<file path="src/rtl/lpcs_defs.vh">
// Constants for the low-power clock-stop and wake controller.
`ifndef LPCS_DEFS_VH
`define LPCS_DEFS_VH
`define LPCS_FC_SUPV_DATA   3'h5
`define LPCS_LP_ADDR_DFLT   32'hffff_fff0
`define LPCS_CNT_W          2
`define LPCS_CNT_STOP_16    2'h2
`define LPCS_CNT_STOP_8     2'h3
`define LPCS_STABLE_NS      1000
`define LPCS_CLK_NS         10
`define LPCS_STABLE_CYC     ((`LPCS_STABLE_NS + `LPCS_CLK_NS - 1) / `LPCS_CLK_NS)
`define LPCS_WAKE_LVL_DFLT  3'h7
`define LPCS_ST_RUN         2'h0
`define LPCS_ST_COUNT       2'h1
`define LPCS_ST_STOPPED     2'h2
`define LPCS_ST_WAKE        2'h3
`endif

</file>
<file path="src/rtl/lpcs_ctrl.v">
// Clock-stop and wake controller that sits beside a static processor core.
// Overview of operation
// - Match on supervisor-data write to trigger address.
// - Trigger address compared on all bits.
// - Count bus cycles, stop clock after operand.
// - Eight-bit bus waits one more cycle.
// - Clock gating never produces runt pulses.
// - Finish bus arbitration during status-word fetch.
// - Watch interrupt level while clock stopped.
// - Restart clock, wait stable, then wake.
// - Never wake while clock unstable.
// - Drop grant-ack and request before resuming.
// - Trap routine writes, halts, then returns.
`include "lpcs_defs.vh"
`default_nettype none
module lpcs_ctrl #(
  parameter [31:0] LP_ADDR    = `LPCS_LP_ADDR_DFLT,
  parameter [2:0]  WAKE_LEVEL = `LPCS_WAKE_LVL_DFLT,
  parameter        USE_ARB    = 1,
  parameter        STABLE_CYC = `LPCS_STABLE_CYC
) (
  input  wire        CLK,
  input  wire        SRST,
  input  wire [31:0] ADDR,
  input  wire        READ_NOT_WRITE,
  input  wire [2:0]  FUNCTION_CODE,
  input  wire        BUS_CYCLE_END,
  input  wire        BYTE_BUS,
  input  wire [2:0]  INTERRUPT_LEVEL_N,
  input  wire        BUS_GRANT,
  output reg         CORE_CLK_EN,
  output reg         SYS_CLK_RUN,
  output reg         WAKE_REQUEST_N,
  output reg         BUS_REQUEST_N,
  output reg         BUS_GRANT_ACK_N,
  output reg         LOW_POWER
);
  localparam [1:0]  ST_RUN     = `LPCS_ST_RUN;
  localparam [1:0]  ST_COUNT   = `LPCS_ST_COUNT;
  localparam [1:0]  ST_STOPPED = `LPCS_ST_STOPPED;
  localparam [1:0]  ST_WAKE    = `LPCS_ST_WAKE;
  localparam [1:0]  CNT_ONE    = 2'h1;
  localparam [1:0]  CNT_ZERO   = 2'h0;
  localparam [15:0] STAB_LAST  = STABLE_CYC[15:0];

  reg  [31:0] addr_s1_r;
  reg  [31:0] addr_s2_r;
  reg         rnw_s1_r;
  reg         rnw_s2_r;
  reg  [2:0]  fc_s1_r;
  reg  [2:0]  fc_s2_r;
  reg         end_s1_r;
  reg         end_s2_r;
  reg         end_d_r;
  reg         byte_s1_r;
  reg         byte_s2_r;
  reg  [2:0]  ipl_s1_r;
  reg  [2:0]  ipl_s2_r;
  reg         bg_s1_r;
  reg         bg_s2_r;
  reg  [1:0]  state_r;
  reg  [1:0]  state_nxt;
  reg  [1:0]  cnt_r;
  reg  [1:0]  cnt_nxt;
  reg  [15:0] stab_r;
  reg  [15:0] stab_nxt;
  wire        cyc_done;
  wire        hit;
  wire [1:0]  stop_cnt;
  wire [1:0]  cnt_inc;
  wire        wake_seen;
  wire        stab_done;

  // True in the states in which the core clock is allowed to run.
  function core_on;
    input [1:0] st;
    begin
      core_on = (st == ST_RUN) | (st == ST_COUNT);
    end
  endfunction

  // True in the states in which the halt sequence owns the bus.
  function in_halt;
    input [1:0] st;
    begin
      in_halt = (st == ST_COUNT) | (st == ST_STOPPED);
    end
  endfunction

  // True once the halt sequence has counted at least one cycle end.
  function wants_bus;
    input [1:0] st;
    input [1:0] cnt;
    begin
      wants_bus = ((st == ST_COUNT) & (cnt != CNT_ZERO)) | (st == ST_STOPPED);
    end
  endfunction

  assign cyc_done  = end_s2_r & ~end_d_r;
  assign hit       = (addr_s2_r == LP_ADDR) & ~rnw_s2_r &
                     (fc_s2_r == `LPCS_FC_SUPV_DATA);
  assign stop_cnt  = byte_s2_r ? `LPCS_CNT_STOP_8 : `LPCS_CNT_STOP_16;
  assign cnt_inc   = cnt_r + CNT_ONE;
  assign wake_seen = (~ipl_s2_r == WAKE_LEVEL);
  assign stab_done = (stab_r == STAB_LAST);

  // Every input pin except CLK and SRST passes two flops; the first stage feeds only the second.
  always @(posedge CLK) begin
    addr_s1_r <= ADDR;
    addr_s2_r <= addr_s1_r;
  end

  // The core holds address and direction for the whole write, so a per-bit
  // synchroniser is enough; the match is only trusted while they stand.
  always @(posedge CLK) begin
    rnw_s1_r <= READ_NOT_WRITE;
    rnw_s2_r <= rnw_s1_r;
  end

  always @(posedge CLK) begin
    fc_s1_r <= FUNCTION_CODE;
    fc_s2_r <= fc_s1_r;
  end

  // The third stage only remembers the last value to find the rising edge.
  always @(posedge CLK) begin
    end_s1_r <= BUS_CYCLE_END;
    end_s2_r <= end_s1_r;
    end_d_r  <= end_s2_r;
  end

  always @(posedge CLK) begin
    byte_s1_r <= BYTE_BUS;
    byte_s2_r <= byte_s1_r;
  end

  // The interrupt level arrives from another domain and releases the gate.
  always @(posedge CLK) begin
    ipl_s1_r <= INTERRUPT_LEVEL_N;
    ipl_s2_r <= ipl_s1_r;
  end

  always @(posedge CLK) begin
    bg_s1_r <= BUS_GRANT;
    bg_s2_r <= bg_s1_r;
  end

  always @* begin
    state_nxt = state_r;
    cnt_nxt   = cnt_r;
    stab_nxt  = stab_r;
    case (state_r)
      ST_RUN: begin
        cnt_nxt = CNT_ZERO;
        if (hit) begin
          state_nxt = ST_COUNT;
        end
      end
      ST_COUNT: begin
        if (cyc_done) begin
          cnt_nxt = cnt_inc;
          if (cnt_inc == stop_cnt) begin
            state_nxt = ST_STOPPED;
          end
        end
      end
      ST_STOPPED: begin
        stab_nxt = 16'h0;
        if (wake_seen) begin
          state_nxt = ST_WAKE;
        end
      end
      default: begin
        // The oscillator runs again here; the core waits for the full count.
        if (stab_done) begin
          state_nxt = ST_RUN;
          cnt_nxt   = CNT_ZERO;
        end else begin
          stab_nxt = stab_r + 16'h1;
        end
      end
    endcase
  end

  always @(posedge CLK) begin
    if (SRST) begin
      state_r <= ST_RUN;
      cnt_r   <= CNT_ZERO;
      stab_r  <= 16'h0;
    end else begin
      state_r <= state_nxt;
      cnt_r   <= cnt_nxt;
      stab_r  <= stab_nxt;
    end
  end

  // The external gate latches this enable on the falling edge of the clock,
  // so the core only ever sees whole periods and never a runt.
  always @(posedge CLK) begin
    if (SRST) begin
      CORE_CLK_EN <= 1'b1;
    end else begin
      CORE_CLK_EN <= core_on(state_nxt);
    end
  end

  always @(posedge CLK) begin
    if (SRST) begin
      SYS_CLK_RUN <= 1'b1;
    end else begin
      SYS_CLK_RUN <= (state_nxt != ST_STOPPED);
    end
  end

  // Wake is a single low cycle after the stable wait, on the same edge that
  // opens the core clock gate again.
  always @(posedge CLK) begin
    if (SRST) begin
      WAKE_REQUEST_N <= 1'b1;
    end else begin
      WAKE_REQUEST_N <= ~((state_r == ST_WAKE) & stab_done);
    end
  end

  always @(posedge CLK) begin
    if (SRST) begin
      LOW_POWER <= 1'b0;
    end else begin
      LOW_POWER <= (state_nxt == ST_STOPPED);
    end
  end

  // Without an arbiter the bus lines stay negated for good.
  always @(posedge CLK) begin
    if (SRST) begin
      BUS_REQUEST_N <= 1'b1;
    end else if (USE_ARB != 0) begin
      BUS_REQUEST_N <= ~wants_bus(state_nxt, cnt_nxt);
    end else begin
      BUS_REQUEST_N <= 1'b1;
    end
  end

  // Acknowledge is kept once taken, and dropped as soon as the wake begins.
  always @(posedge CLK) begin
    if (SRST) begin
      BUS_GRANT_ACK_N <= 1'b1;
    end else if (USE_ARB != 0) begin
      BUS_GRANT_ACK_N <= ~((bg_s2_r | ~BUS_GRANT_ACK_N) & in_halt(state_nxt));
    end else begin
      BUS_GRANT_ACK_N <= 1'b1;
    end
  end
endmodule // lpcs_ctrl
`default_nettype wire

</file>
<file path="config.mk">
export PLATFORM = sky130hd
export DESIGN_NAME = lpcs_ctrl
export DESIGN_NICKNAME = d
export VERILOG_FILES = /design/src/rtl/lpcs_ctrl.v
export VERILOG_INCLUDE_DIRS = /design/src /design/src/rtl
export SDC_FILE = /design/constraint.sdc
export NUM_CORES = 1
export LEC_CHECK = 0
export BUFFER_PORTS_ARGS = -buffer_cell sky130_fd_sc_hd__buf_2
export CORE_UTILIZATION = 40
export DETAILED_ROUTE_END_ITERATION = 10
export PLACE_DENSITY_LB_ADDON = 0.2
export SYNTH_ARGS = -nofsm -noshare
export SYNTH_HDL_FRONTEND = slang
export SYNTH_SLANG_ARGS = --single-unit
</file>
<file path="constraint.sdc">
create_clock -name CLK -period 2.95 [get_ports CLK]
set_clock_uncertainty 0.1 [all_clocks]
set_input_delay 0.4425 -clock CLK [delete_from_list [all_inputs] [get_ports CLK]]
set_output_delay 0.4425 -clock CLK [all_outputs]
set_load 0.005 [all_outputs]
</file>
==> out/results.tsv <==
metric	value	unit
global-route wire length before repair	8190	um
ys flop type	dfxtp_1	
CP max FO	10	
Max transition margin	57.4	%
RSZ-0062 raised after global routing	false	
leading cell type in the layout, fill and taps excluded	dfxtp_1	
initial antenna violation count	0	
cts bufs inserted	9	
Peak VDD IR	0.420	mV
Startpoint Class	flip-flop	
Clock Tree Buf Depth	2	
Layout area overhead	17.7	%
minimum clock period	1980	ps
DRC viols	0	
sequential fraction of the synthesis area	72.2	%
clock-pin slew on the worst setup and hold paths	110	ps
Die Area	0.00805	mm^2
Slew @ Worst Pin	638	ps
power density cells	683	mW/mm^2
pre-CTS WS	958	ps
synthesized instance count	249	
WP data arrival	2180	ps
PostCTS Resize Cnt	0	
synth unique cells	41	
CTS tree	yes	
height of the die	89.7	um
total core area	0.00733	mm^2
Cell Area, Placed	0.00342	mm^2
setup TNS	0	ps
Hold Path Class	in2reg	
Final Cycle Share	67.2	%
all-layer global routing usage	13.1	%
Final Hold Vio Count	0	
largest net degree at the start of global routing	22	
CTS Hold Bufs	0	
synthesized cell area	0.00308	mm^2
Starting Density	42.0	%
DRT antenna net count	0	
root buf cell	clkbuf_8	
status	finished, final reports clean	
syn_nets	295	
register bit count reported by yosys	111	
Iter 0 DRT Violations	40	
share of post-route cells with drive strength above 1	23.3	%
Antenna Diode Count	0	
number of clock sinks	111	
via count	1800	
syn_area_per_cell	12.4	um^2
die width	89.7	um
Clk Latency, worst-skew pair	360	ps
Pre-antenna DRT Iters	4	
Port Buffers	49	
Pleak	1.46	nW
Ports	50	
max_cap viols	0	
via density per instance	4.41	
final worst slack	967	ps
WL final	4600	um
top cell type's share of synthesized area	72.2	%
Pins Over Slew Limit	0	
vias in the first global route	1805	
Post-synth ARST share	0	%
Max Freq	504	MHz
GRT overflow	0	
most frequent cells in the layout	dfxtp_1, buf_2, nor2_1	
Setup Buffers After CTS	0	
hpwl dp	3260	um
CP required	3150	ps
crit end category	flip-flop	
Synth warnings	0	
Final Cell Area	0.00362	mm^2
synth top area cells	dfxtp_1, nor2_1, xor2_1, nand4_1, a21oi_1	
GP Congestion	0.747	
DR WL/cell	11.3	um
fin nets	350	
WS Path Type	reg2reg	
Post-synth EDFFs	0	
# rows	31	
Yosys top cell by area	dfxtp_1	
final setup vio count	0	
H-tree levels	3	
Final Power	2.47	mW
-- worst paths after layout --
| kind | from | endpoint | slack (ps) | depth (start not counted) |
|---|---|---|---|---|
| setup / recovery | stab_r[0] | stab_r[12] | 970 | 7 |
| setup reg to reg | stab_r[0] | stab_r[12] | 970 | 7 |
| hold reg to reg | addr_s1_r[31] | addr_s2_r[31] | 230 | 0 |
| hold / removal | ADDR[27] | addr_s1_r[27] | 70 | 1 |
-- worst max-delay path: stages (launching register included) --
cell,delay [ps]
dfxtp_1,360
inv_1,70
ha_1,220
and4bb_1,220
nand4_2,220
nand4_2,210
or3_1,370
a21oi_1,150
-- metrics by stage --
stage | util [%] | std cells | hold WS (ps)
after floorplan | - | 249 | 210
after global placement | 46.7 | 392 | 210
after detailed placement | 46.7 | 392 | 212
after CTS | 49.4 | 408 | 42.2
after global routing | 49.4 | 408 | 27.2
final | 49.4 | 408 | 71.2
-- Yosys cell counts (all sizes together), types with 5 or more instances --
library cell  count
nand4            13
or3               6
o21ai             7
xor2              8
inv               7
nor4              6
dfxtp           111
a21oi            13
nor2             19
nand2            10
nand2b            5
-- power breakdown --
| group | switching, mW | internal [mW] |
|---|---|---|
| combinational | 0.0159 | 0.0242 |
| sequential | 0.0137 | 1.56 |
| clock | 0.527 | 0.332 |
| total | 0.557 | 1.92 |
-- final cells by class --
type / count / area (um^2)
Fill cell: 649 / 3710
Sequential cell: 111 / 2220
Multi-Input combinational cell: 126 / 806
Timing Repair Buffer: 49 / 245
Clock buffer: 9 / 124
Tap cell: 99 / 124
Clock inverter: 7 / 75.1
Inverter: 7 / 26.3
-- state kept, by name (all words and copies together), names as in the netlist, 2 cells and up --
signal     count
addr_s1_r     32
addr_s2_r     32
stab_r        16
fc_s1_r        3
fc_s2_r        3
ipl_s1_r       3
ipl_s2_r       3
cnt_r          2
state_r        2
-- metal layers --
layer | vias up | global-route usage [%] | share of wire (%)
met4 | 0 | 5.74 | 1.5
met3 | 7 | 5.92 | 6.7
li1 | 962 | - | -
met5 | - | 0 | 0
met1 | 787 | 16.9 | 49
met2 | 44 | 18.8 | 43
-- logic make-up after synthesis --
family,synth area share [%]
buffers and inverters,1.59
muxes,0.325
adders and majority gates,0.813
and+or+nand+nor,17.1
DFF,72.2
xor gates and xnor gates,2.56
AOI/OAI and AO/OA,5.41
No activity file was read; power rests on OpenSTA's default activity.
